$ cat src/design/intc_regs.vh
/*
  Register map, field positions, reset values and response codes of the
  interrupt flag, mask and non-maskable source block.
  Assumes a 32-bit AXI4-Lite register bus with word-aligned byte addresses.
*/
`ifndef INTC_REGS_VH
`define INTC_REGS_VH

// ----------------------------------------------------------------------
// Register byte offsets
// ----------------------------------------------------------------------
`define OFS_NMI_SOURCE_FLAGS 4'h0
`define OFS_PENDING_FLAGS 4'h4
`define OFS_MASK_BITS 4'h8
`define OFS_EVENT_STATUS 4'hC
`define ADDR_WIDTH 4
`define OFS_EVENT_MASK_HI 1'b1

// ----------------------------------------------------------------------
// Non-maskable source bit positions
// ----------------------------------------------------------------------
`define NMI_BIT_WATCHDOG 0
`define NMI_BIT_VOLTAGE_DROP 2
`define NMI_BIT_VOLTAGE_RECOVERY 3
`define NMI_FIELD_WIDTH 4
`define NMI_USED_BITS 4'hD

// ----------------------------------------------------------------------
// Request source positions in flag and mask registers
// ----------------------------------------------------------------------
`define SRC_RECEIVE0 0
`define SRC_RECEIVE1 1
`define SRC_TRANSMIT0 2
`define SRC_TRANSMIT1 3
`define SRC_RECEIVE2 4
`define SRC_RECEIVE3 5
`define SRC_RECEIVE5 6
`define SRC_TRANSMIT2 7
`define SRC_TRANSMIT3 8
`define SRC_TRANSMIT5 9
`define NUM_ASSIGNED_SOURCES 10

// ----------------------------------------------------------------------
// Reset values
// ----------------------------------------------------------------------
`define RST_NMI_SOURCE_FLAGS 32'h00000000
`define RST_PENDING_FLAGS 32'h00000000
`define RST_MASK_BITS 32'h00000000
`define RST_EVENT_STATUS 4'h0
`define RST_EVENT_MASK 4'h0

// ----------------------------------------------------------------------
// AXI response codes
// ----------------------------------------------------------------------
`define RESP_OKAY 2'h0
`define RESP_SLVERR 2'h2

`endif

$ cat src/design/rise_detect.v
/*
  Rising-edge detector for a vector of same-clock levels.
  Assumes inputs are already in the aclk domain; no synchroniser here.
*/
module rise_detect #(
  parameter WIDTH = 1
) (
  // Clock and reset
  input wire aclk,
  input wire aresetn,
  // Levels in, one-cycle pulses out
  input wire [WIDTH-1:0] level,
  output wire [WIDTH-1:0] rise
);

  reg [WIDTH-1:0] level_d;

  always @(posedge aclk) begin
    if (!aresetn) begin
      level_d <= {WIDTH{1'b0}};
    end else begin
      level_d <= level;
    end
  end

  assign rise = level & ~level_d;

endmodule

$ cat src/design/sticky_flags.v
/*
  Vector of sticky flags: set pulses and clear pulses per bit.
  Assumes a set and a clear in the same cycle must keep the flag set.
*/
module sticky_flags #(
  parameter WIDTH = 1
) (
  // Clock and reset
  input wire aclk,
  input wire aresetn,
  // Per-bit set and clear
  input wire [WIDTH-1:0] set,
  input wire [WIDTH-1:0] clear,
  output reg [WIDTH-1:0] flags
);

  // Set wins so a coincident event is never lost
  always @(posedge aclk) begin
    if (!aresetn) begin
      flags <= {WIDTH{1'b0}};
    end else begin
      flags <= set | (flags & ~clear);
    end
  end

endmodule

$ cat src/design/interrupt_flag_mask_nmi_status.v
/*
  Interrupt flag and mask logic with a non-maskable source record,
  reached over an AXI4-Lite slave port.
  Assumes request and non-maskable source lines come from logic on aclk,
  and that the master keeps at most one read and one write in flight.
*/
// Overview of operation
// - Set bit 3 on voltage recovery event
// - Set bit 2 on supply drop event
// - Set bit 0 on watchdog event
// - Source register read-only, unused bits zero
// - Source positions zero to nine, rest unassigned
// - Flag reads one while request pending
// - Write zero clears flag, one ignored
// - Mask bit one blocks, zero allows
`include "intc_regs.vh"

module interrupt_flag_mask_nmi_status #(
  parameter NUM_SOURCES = `NUM_ASSIGNED_SOURCES
) (
  // Clock and reset
  input wire aclk,
  input wire aresetn,
  // AXI4-Lite write address
  input wire [`ADDR_WIDTH-1:0] awaddr,
  input wire [2:0] awprot,
  input wire awvalid,
  output reg awready,
  // AXI4-Lite write data
  input wire [31:0] wdata,
  input wire [3:0] wstrb,
  input wire wvalid,
  output reg wready,
  // AXI4-Lite write response
  output reg [1:0] bresp,
  output reg bvalid,
  input wire bready,
  // AXI4-Lite read address
  input wire [`ADDR_WIDTH-1:0] araddr,
  input wire [2:0] arprot,
  input wire arvalid,
  output reg arready,
  // AXI4-Lite read data
  output reg [31:0] rdata,
  output reg [1:0] rresp,
  output reg rvalid,
  input wire rready,
  // Peripheral request levels
  input wire [NUM_SOURCES-1:0] request_lines,
  // Non-maskable source levels
  input wire watchdog_timer_nmi,
  input wire low_voltage_detector_drop,
  input wire low_voltage_detector_recovery,
  // Towards the processor core
  output reg [31:0] core_requests,
  output reg core_nmi,
  // Summary interrupt from event status
  output reg irq
);

  // --------------------------------------------------------------------
  // Declarations
  // --------------------------------------------------------------------
  reg [`ADDR_WIDTH-1:0] aw_addr_q;
  reg aw_held;
  reg [31:0] w_data_q;
  reg [3:0] w_strb_q;
  reg w_held;
  reg next_aw_held;
  reg next_w_held;
  reg next_bvalid;
  reg next_rvalid;
  reg [31:0] read_value;
  reg read_hit;
  reg write_hit;
  reg [31:0] mask_bits;
  reg [`NMI_FIELD_WIDTH-1:0] event_mask;
  reg [31:0] strb_bits;
  reg [31:0] pending_clear;
  reg [`NMI_FIELD_WIDTH-1:0] event_clear;
  reg [`NMI_FIELD_WIDTH-1:0] nmi_clear;
  wire aw_take;
  wire w_take;
  wire ar_take;
  wire [`ADDR_WIDTH-1:0] ar_word;
  wire do_write;
  wire [NUM_SOURCES-1:0] request_rise;
  wire [2:0] nmi_levels;
  wire [2:0] nmi_rise;
  wire [31:0] pending_set;
  wire [31:0] pending_flags;
  wire [`NMI_FIELD_WIDTH-1:0] nmi_set;
  wire [`NMI_FIELD_WIDTH-1:0] nmi_flags;
  wire [`NMI_FIELD_WIDTH-1:0] event_flags;

  assign aw_take = awvalid & awready;
  assign w_take = wvalid & wready;
  assign ar_take = arvalid & arready;
  // Byte lanes dropped once, so decode and read-to-clear agree
  assign ar_word = {araddr[`ADDR_WIDTH-1:2], 2'b00};
  // Write fires only from latched halves, so address and data may
  // arrive in either order
  assign do_write = aw_held & w_held & ~bvalid;

  // --------------------------------------------------------------------
  // Source edge detection
  // --------------------------------------------------------------------
  // Edges, not levels, set flags; a held line cannot re-set a flag
  // that software just cleared
  rise_detect #(
    .WIDTH(NUM_SOURCES)
  ) u_request_rise (
    .aclk(aclk),
    .aresetn(aresetn),
    .level(request_lines),
    .rise(request_rise)
  );

  assign nmi_levels = {low_voltage_detector_recovery, low_voltage_detector_drop,
                       watchdog_timer_nmi};

  rise_detect #(
    .WIDTH(3)
  ) u_nmi_rise (
    .aclk(aclk),
    .aresetn(aresetn),
    .level(nmi_levels),
    .rise(nmi_rise)
  );

  // --------------------------------------------------------------------
  // Pending request flags
  // --------------------------------------------------------------------
  // Unassigned positions never set
  // Wider builds map straight through
  generate
    if (NUM_SOURCES < 32) begin : g_pad
      assign pending_set = {{(32 - NUM_SOURCES){1'b0}}, request_rise};
    end else begin : g_full
      assign pending_set = request_rise[31:0];
    end
  endgenerate

  always @(*) begin
    strb_bits = {{8{w_strb_q[3]}}, {8{w_strb_q[2]}}, {8{w_strb_q[1]}}, {8{w_strb_q[0]}}};
    pending_clear = 32'h00000000;
    if (do_write && (aw_addr_q == `OFS_PENDING_FLAGS)) begin
      pending_clear = strb_bits & ~w_data_q;
    end
  end

  sticky_flags #(
    .WIDTH(32)
  ) u_pending (
    .aclk(aclk),
    .aresetn(aresetn),
    .set(pending_set),
    .clear(pending_clear),
    .flags(pending_flags)
  );

  // --------------------------------------------------------------------
  // Non-maskable source record
  // --------------------------------------------------------------------
  assign nmi_set[`NMI_BIT_WATCHDOG] = nmi_rise[0];
  assign nmi_set[1] = 1'b0;
  assign nmi_set[`NMI_BIT_VOLTAGE_DROP] = nmi_rise[1];
  assign nmi_set[`NMI_BIT_VOLTAGE_RECOVERY] = nmi_rise[2];

  // Record clears on the read that reports it; bus writes never touch it
  always @(*) begin
    nmi_clear = {`NMI_FIELD_WIDTH{1'b0}};
    if (ar_take && (ar_word == `OFS_NMI_SOURCE_FLAGS)) begin
      nmi_clear = `NMI_USED_BITS;
    end
  end

  sticky_flags #(
    .WIDTH(`NMI_FIELD_WIDTH)
  ) u_nmi_record (
    .aclk(aclk),
    .aresetn(aresetn),
    .set(nmi_set),
    .clear(nmi_clear),
    .flags(nmi_flags)
  );

  // --------------------------------------------------------------------
  // Event status for the summary interrupt
  // --------------------------------------------------------------------
  // Own copy of the source events, so a read of the record leaves the
  // summary interrupt up until software clears it here
  // Lane 0 is write-one-to-clear status, lane 1 the mask
  always @(*) begin
    event_clear = {`NMI_FIELD_WIDTH{1'b0}};
    if (do_write && (aw_addr_q == `OFS_EVENT_STATUS) && w_strb_q[0]) begin
      event_clear = w_data_q[`NMI_FIELD_WIDTH-1:0] & `NMI_USED_BITS;
    end
  end

  sticky_flags #(
    .WIDTH(`NMI_FIELD_WIDTH)
  ) u_event_status (
    .aclk(aclk),
    .aresetn(aresetn),
    .set(nmi_set),
    .clear(event_clear),
    .flags(event_flags)
  );

  // --------------------------------------------------------------------
  // Mask registers
  // --------------------------------------------------------------------
  // Byte lanes honoured so a narrow write leaves the other lanes alone
  always @(posedge aclk) begin
    if (!aresetn) begin
      mask_bits <= `RST_MASK_BITS;
      event_mask <= `RST_EVENT_MASK;
    end else if (do_write) begin
      if (aw_addr_q == `OFS_MASK_BITS) begin
        mask_bits <= (mask_bits & ~strb_bits) | (w_data_q & strb_bits);
      end
      if ((aw_addr_q == `OFS_EVENT_STATUS) && w_strb_q[1]) begin
        event_mask <= w_data_q[8 +: `NMI_FIELD_WIDTH] & `NMI_USED_BITS;
      end
    end
  end

  // --------------------------------------------------------------------
  // Outputs towards the core
  // --------------------------------------------------------------------
  // Registered, so every output leaves a flop; costs one cycle
  always @(posedge aclk) begin
    if (!aresetn) begin
      core_requests <= 32'h00000000;
      core_nmi <= 1'b0;
      irq <= 1'b0;
    end else begin
      core_requests <= pending_flags & ~mask_bits;
      core_nmi <= |nmi_rise;
      irq <= |(event_flags & ~event_mask);
    end
  end

  // --------------------------------------------------------------------
  // Write channel handshakes
  // --------------------------------------------------------------------
  always @(*) begin
    next_aw_held = (aw_held | aw_take) & ~do_write;
    next_w_held = (w_held | w_take) & ~do_write;
    next_bvalid = (bvalid & ~bready) | do_write;
  end

  // Only the writable registers answer OKAY
  always @(*) begin
    write_hit = (aw_addr_q == `OFS_PENDING_FLAGS) || (aw_addr_q == `OFS_MASK_BITS) ||
                (aw_addr_q == `OFS_EVENT_STATUS);
  end

  always @(posedge aclk) begin
    if (!aresetn) begin
      aw_held <= 1'b0;
      w_held <= 1'b0;
      aw_addr_q <= {`ADDR_WIDTH{1'b0}};
      w_data_q <= 32'h00000000;
      w_strb_q <= 4'h0;
      awready <= 1'b0;
      wready <= 1'b0;
      bvalid <= 1'b0;
      bresp <= `RESP_OKAY;
    end else begin
      aw_held <= next_aw_held;
      w_held <= next_w_held;
      if (aw_take) begin
        aw_addr_q <= {awaddr[`ADDR_WIDTH-1:2], 2'b00};
      end
      if (w_take) begin
        w_data_q <= wdata;
        w_strb_q <= wstrb;
      end
      // Ready only while the holding slot is empty and no response waits
      awready <= ~next_aw_held & ~next_bvalid;
      wready <= ~next_w_held & ~next_bvalid;
      bvalid <= next_bvalid;
      if (do_write) begin
        // Source record is read-only: a write there answers with an error
        bresp <= write_hit ? `RESP_OKAY : `RESP_SLVERR;
      end
    end
  end

  // --------------------------------------------------------------------
  // Read channel
  // --------------------------------------------------------------------
  // Decoded from the live address and captured at the take edge
  always @(*) begin
    read_value = 32'h00000000;
    read_hit = 1'b1;
    case (ar_word)
      `OFS_NMI_SOURCE_FLAGS: begin
        read_value = {28'h0000000, nmi_flags & `NMI_USED_BITS};
      end
      `OFS_PENDING_FLAGS: begin
        read_value = pending_flags;
      end
      `OFS_MASK_BITS: begin
        read_value = mask_bits;
      end
      `OFS_EVENT_STATUS: begin
        read_value = {20'h00000, event_mask, 4'h0, event_flags};
      end
      default: begin
        read_hit = 1'b0;
      end
    endcase
  end

  // Data stands until the master takes it
  always @(*) begin
    next_rvalid = (rvalid & ~rready) | ar_take;
  end

  always @(posedge aclk) begin
    if (!aresetn) begin
      arready <= 1'b0;
      rvalid <= 1'b0;
      rdata <= 32'h00000000;
      rresp <= `RESP_OKAY;
    end else begin
      // One read in flight; the next address waits for the data handshake
      arready <= ~next_rvalid & ~ar_take;
      rvalid <= next_rvalid;
      if (ar_take) begin
        rdata <= read_value;
        rresp <= read_hit ? `RESP_OKAY : `RESP_SLVERR;
      end
    end
  end

endmodule

$ cat config.mk
export PLATFORM = sky130hd
export DESIGN_NAME = interrupt_flag_mask_nmi_status
export DESIGN_NICKNAME = d
export VERILOG_FILES = /design/src/design/rise_detect.v /design/src/design/sticky_flags.v /design/src/design/interrupt_flag_mask_nmi_status.v
export VERILOG_INCLUDE_DIRS = /design/src /design/src/design
export SDC_FILE = /design/constraint.sdc
export NUM_CORES = 1
export LEC_CHECK = 0
export BUFFER_PORTS_ARGS = -buffer_cell sky130_fd_sc_hd__clkbuf_2
export CORE_ASPECT_RATIO = 0.75
export CORE_MARGIN = 2
export CORE_UTILIZATION = 50
export CTS_BUF_LIST = sky130_fd_sc_hd__clkbuf_8
export DETAILED_ROUTE_END_ITERATION = 12
export MAX_ROUTING_LAYER = met4
export PLACE_DENSITY = 0.79
export SLEW_MARGIN = 25
export SYNTH_ARGS = -nofsm -noshare
export SYNTH_HDL_FRONTEND = slang
export SYNTH_SLANG_ARGS = --single-unit
$ cat constraint.sdc
create_clock -name aclk -period 1.2 [get_ports aclk]
set_input_delay 0.06 -clock aclk [delete_from_list [all_inputs] [get_ports aclk]]
set_output_delay 0.06 -clock aclk [all_outputs]
set_load 0.005 [all_outputs]
Yosys cells after proc, flatten, opt, wreduce, memory -nomap -nowiden:

Cells that the tools add are included.

* flip-flop bits (word level): 203
* word-level logic and storage cells: 97
* bits of input ports: 70
* output and inout port bits: 75

* mux-type cells: 7
* equal/unequal tests: 6
* bitwise operators: 48
* reductions and logical operators: 13

Operators by type and width (count)
* 32-bit AND: 5
* 32-bit inverter: 4
* 32-bit one-hot mux with 4 select lines: 1
* 32-bit 2-to-1 mux: 1
* 10-bit by 32-bit bitwise OR with 32-bit output: 1
* 32-bit bitwise OR: 1
* 1-bit AND: 12
* 4-bit AND: 3
* 4-bit inverter: 3
* 10-bit AND: 1
* 10-bit inverter: 1
* 1-bit inverter: 9
* 2-bit == test (second input constant): 4
* 4-bit 2-to-1 mux: 2
* 4-bit bitwise OR: 2
* 4-bit OR reduction: 2
* 1-bit logical AND: 5
* 2-bit by 1-bit == test with 1-bit output (second input constant): 2
* 4-bit logical NOT: 1
* 2-bit 2-to-1 mux: 2
* 1-bit bitwise OR: 4
* 2-bit AND reduction: 2
* 3-bit AND: 1
* 3-bit inverter: 1
* other kinds (3): 4

Longest topological paths before layout:

* word-level depth: 8
* mapped depth: 5
* gate-level depth less buffers: 3

By module:

From an unflattened synthesis, not the netlist that was laid out.

* cells, all modules: 824
* area total of the unflattened synthesis: 7861.3 um2

By module, submodules not included
* interrupt_flag_mask_nmi_status: cells each 662, seq. area each 2962.8 um2, area each 5970.7 um2, times used 1
* sticky_flags at u_pending: cells each 99, seq. area each 640.6 um2, area each 1114.8 um2, times used 1
* sticky_flags at u_event_status ...: cells each 12, seq. area each 80.1 um2, area each 165.2 um2, times used 2
* rise_detect at u_request_rise: cells each 30, seq. area each 200.2 um2, area each 325.3 um2, times used 1
* rise_detect at u_nmi_rise: cells each 9, seq. area each 60.1 um2, area each 120.1 um2, times used 1

Worst setup path after synthesis:

OpenSTA, ideal clock, no wires.

* path type: register -> register
* from: reg bvalid
* to: reg with a tool-made name
* stages on the path, launching flop included: 4
* buffers on the path: 0
* slack: -0.060 ns
* period minus slack after synthesis: 1.260 ns
* required time: 1.128 ns
* library setup time: 0.072 ns
* data arrival time: 1.189 ns
* path through: dfxtp_1 > nand3b_4 > nor3_4 > mux2i_1

RTL lines
* from (decl): RTL line interrupt_flag_mask_nmi_status.v:36 `output reg bvalid,`
* from (signal assigned): RTL line interrupt_flag_mask_nmi_status.v:284 `bvalid <= next_bvalid;`

==> metrics.md <==
| Metric | Value |
|---|---|
| DRT Pass-1 Iters | `5` |
| IO Port Bufs | `132` |
| Post-route design area | `0.00966 sq mm` |
| Site Rows | `37` |
| Avg Inst Size Synth | `9.31 sq um` |
| DR iter-0 viols | `377` |
| Sequential area share after synthesis | `55.3%` |
| Antenna violations before repair | `1` |
| Startpoint Class | `flop` |
| Status | `finished, violations left` |
| Core ar. | `0.0139 sq mm` |
| I/O pin cnt | `145` |
| Die footprint | `0.0154 sq mm` |
| Highest clock rate | `773 MHz` |
| GRT Residual Overflow | `0` |
| Most frequent cells in the layout | `dfxtp_1 (193), nand2_1 (181), clkbuf_2 (131)` |
| Pins over their slew limit | `0` |
| Number of max-cap violations | `0` |
| Pwr Total | `12,800 uW` |
| Setup Skew | `0.0158 ns` |
| Max Buffers Root-to-Sink | `2` |
| Via-per-instance ratio | `5.29` |
| Dpl cells | `1,077` |
| Yosys reg bits | `199` |
| Vias after detailed routing | `6,187` |
| Min Tclk post-route | `1.29 ns` |
| DRC viols | `0` |
| Finish-stage setup viols | `57` |
| Largest cells by area after synthesis | `dfxtp_1 (55%), nand2_1 (9.6%), mux2i_1 (5.7%), a21boi_0 (4.3%), nor2_1 (3.8%)` |
| Worst-Skew Late Latency | `0.47 ns` |
| Pin count of the biggest net entering global routing | `51` |
| Hold Fails Final Rpt | `0` |
| Ys Warns | `0` |
| Final net count | `1,051` |
| Crit-path max FO | `8` |
| Commonest non-fill, non-tap cell in the layout | `dfxtp_1` |
| CP arrival | `1.70 ns` |
| Leading area contributor after synthesis | `dfxtp_1` |
| First-pass GRT wire length | `29,200 um` |
| Final Non-Filler Cells | `1,170` |
| Final worst slack | `-0.0942 ns` |
| Die height | `108 um` |
| Number of global-route vias before repair | `5,819` |
| Effective utilization at floorplan | `51.9%` |
| CTS tree | `yes` |
| Area after DPL | `0.00838 sq mm` |
| Root buffer cell | `clkbuf_8` |
| Htree depth | `4` |
| Post-route ant nets | `0` |
| Final Wtd Congestion | `0.828` |
| Worst Path Required | `1.60 ns` |
| Syn Std Cell Area | `0.00721 sq mm` |
| Worst min-delay path class | `input pin to flop` |
| Max IR drop VDD | `0.794 mV` |
| Failing checks | `negative setup slack` |
| TNS Setup | `-2.52 ns` |
| Routed WL | `18,600 um` |
| P&R area growth vs syn | `34.1%` |
| Total Routing Usage GR | `24.9%` |
| Final period util | `108%` |
| Sink Count | `199` |
| Worst slew margin | `34.0%` |
| Least-Margin Pin Slew | `0.987 ns` |
| Share of cells above drive strength 1 | `28.4%` |
| CP Capture Type | `flop` |
| CTS buffer count | `17` |
| Pwr per Cell Area | `1320 mW/mm^2` |
| Detailed-route wire length per cell | `15.9 um` |
| Cell variety after synth | `34` |
| Cell count after synthesis | `774` |
| Top-area cell type share of the netlist area | `55.3%` |
| RSZ-0062 raised after global routing | `true` |
| Die Width | `143 um` |
| Clock transition at the registers of the reported paths | `0.10 ns` |
| Hpwl dp | `11,700 um` |
| Setup CP Type | `flop to flop` |
| Leak | `0.00403 uW` |
## layout make-up
type	count	area, sq um
Sequential cell	199	4000
Multi-Input combinational cell	519	3230
Clock buffer	18	248
Inverter	8	30.0
Tap cell	175	219
Fill cell	1045	4220
Antenna cell	1	2.50
Clock inverter	14	171
Timing Repair Buffer	236	1770
## kinds of logic (layout without fill, tap and decap cells)
kind of cell | count (synthesis) | count (layout) | share of synthesized area [%]
AOI/OAI and AO/OA | 156 | 156 | 15.7
buffers and inverters | 57 | 276 | 3.47
DFF | 199 | 199 | 55.3
muxes | 44 | 44 | 6.16
other | 1 | 3 | 0.0520
and+or+nand+nor | 317 | 317 | 19.3
## power breakdown
part / internal, uW / switching, uW
clock network: 2130 / 2400
registers: 6840 / 173
logic: 603 / 615
total: 9580 / 3190
## synth_stat cells (all sizes together)
library cell and number:
nor2b 17, a221oi 29, nand4 1, or3 1, o221ai 3, nor3 4, o21ai 42, buf 26
dfxtp 199, mux2 3, a21boi 41, and2b 1, nand2b 2, a21oi 12, o21ba 22, a31oi 3
o31a 1, nor2 73, nand4bb 1, and3 5, a31o 2, mux2i 41, and2 13, conb 1
nand3b 2, a222oi 1, nand3 12, and3b 1, nand2 184, clkbuf 23, inv 8
## routing by layer
metal | wire length [um] | global-route usage, %
met5 | 0 | -
met4 | 193 | 6.15
met3 | 1440 | 5.76
met2 | 8530 | 37.6
met1 | 8460 | 34.0
## worst max-delay path: stages, from the launching register on
cell and delay [ns]:
dfxtp_2 0.35, nand3b_4 0.19, buf_4 0.17, nor3_4 0.15, buf_12 0.17, mux2i_1 0.19
## per-stage QoR
step           utilization (%)  hold slack [ns]  worst slack, ns
2_1_floorplan                -            0.167         -0.00355
3_3_place_gp              60.4            0.266          -0.0642
3_5_place_dp              60.4            0.270           -0.113
4_1_cts                   67.8           0.0349          -0.0413
5_1_grt                   69.6           0.0582           -0.143
6_report                  69.6           0.0602          -0.0942
## final timing paths
path,start,to,slack (ns),depth (start not counted)
max reg2reg,bvalid$_SDFF_PN0_,flop,-0.09,5
max,bvalid$_SDFF_PN0_,flop,-0.09,5
min,arvalid,u_nmi_record.flags[2]$_SDFF_PN0_,0.06,4
min reg2reg,flop,core_requests[22]$_SDFF_PN0_,0.44,1
## timing repair
item | in CTS | in global routing
hold endpoints to repair | 73 | 0
gates cloned | 0 | 0
gates resized for setup | 18 | 46
buffers inserted | 1 | 4
hold buffers | 56 | 0
pin swaps | 7 | 10
endpoints found under the setup margin | 64 | 104
No activity file was read; power rests on OpenSTA's default activity.
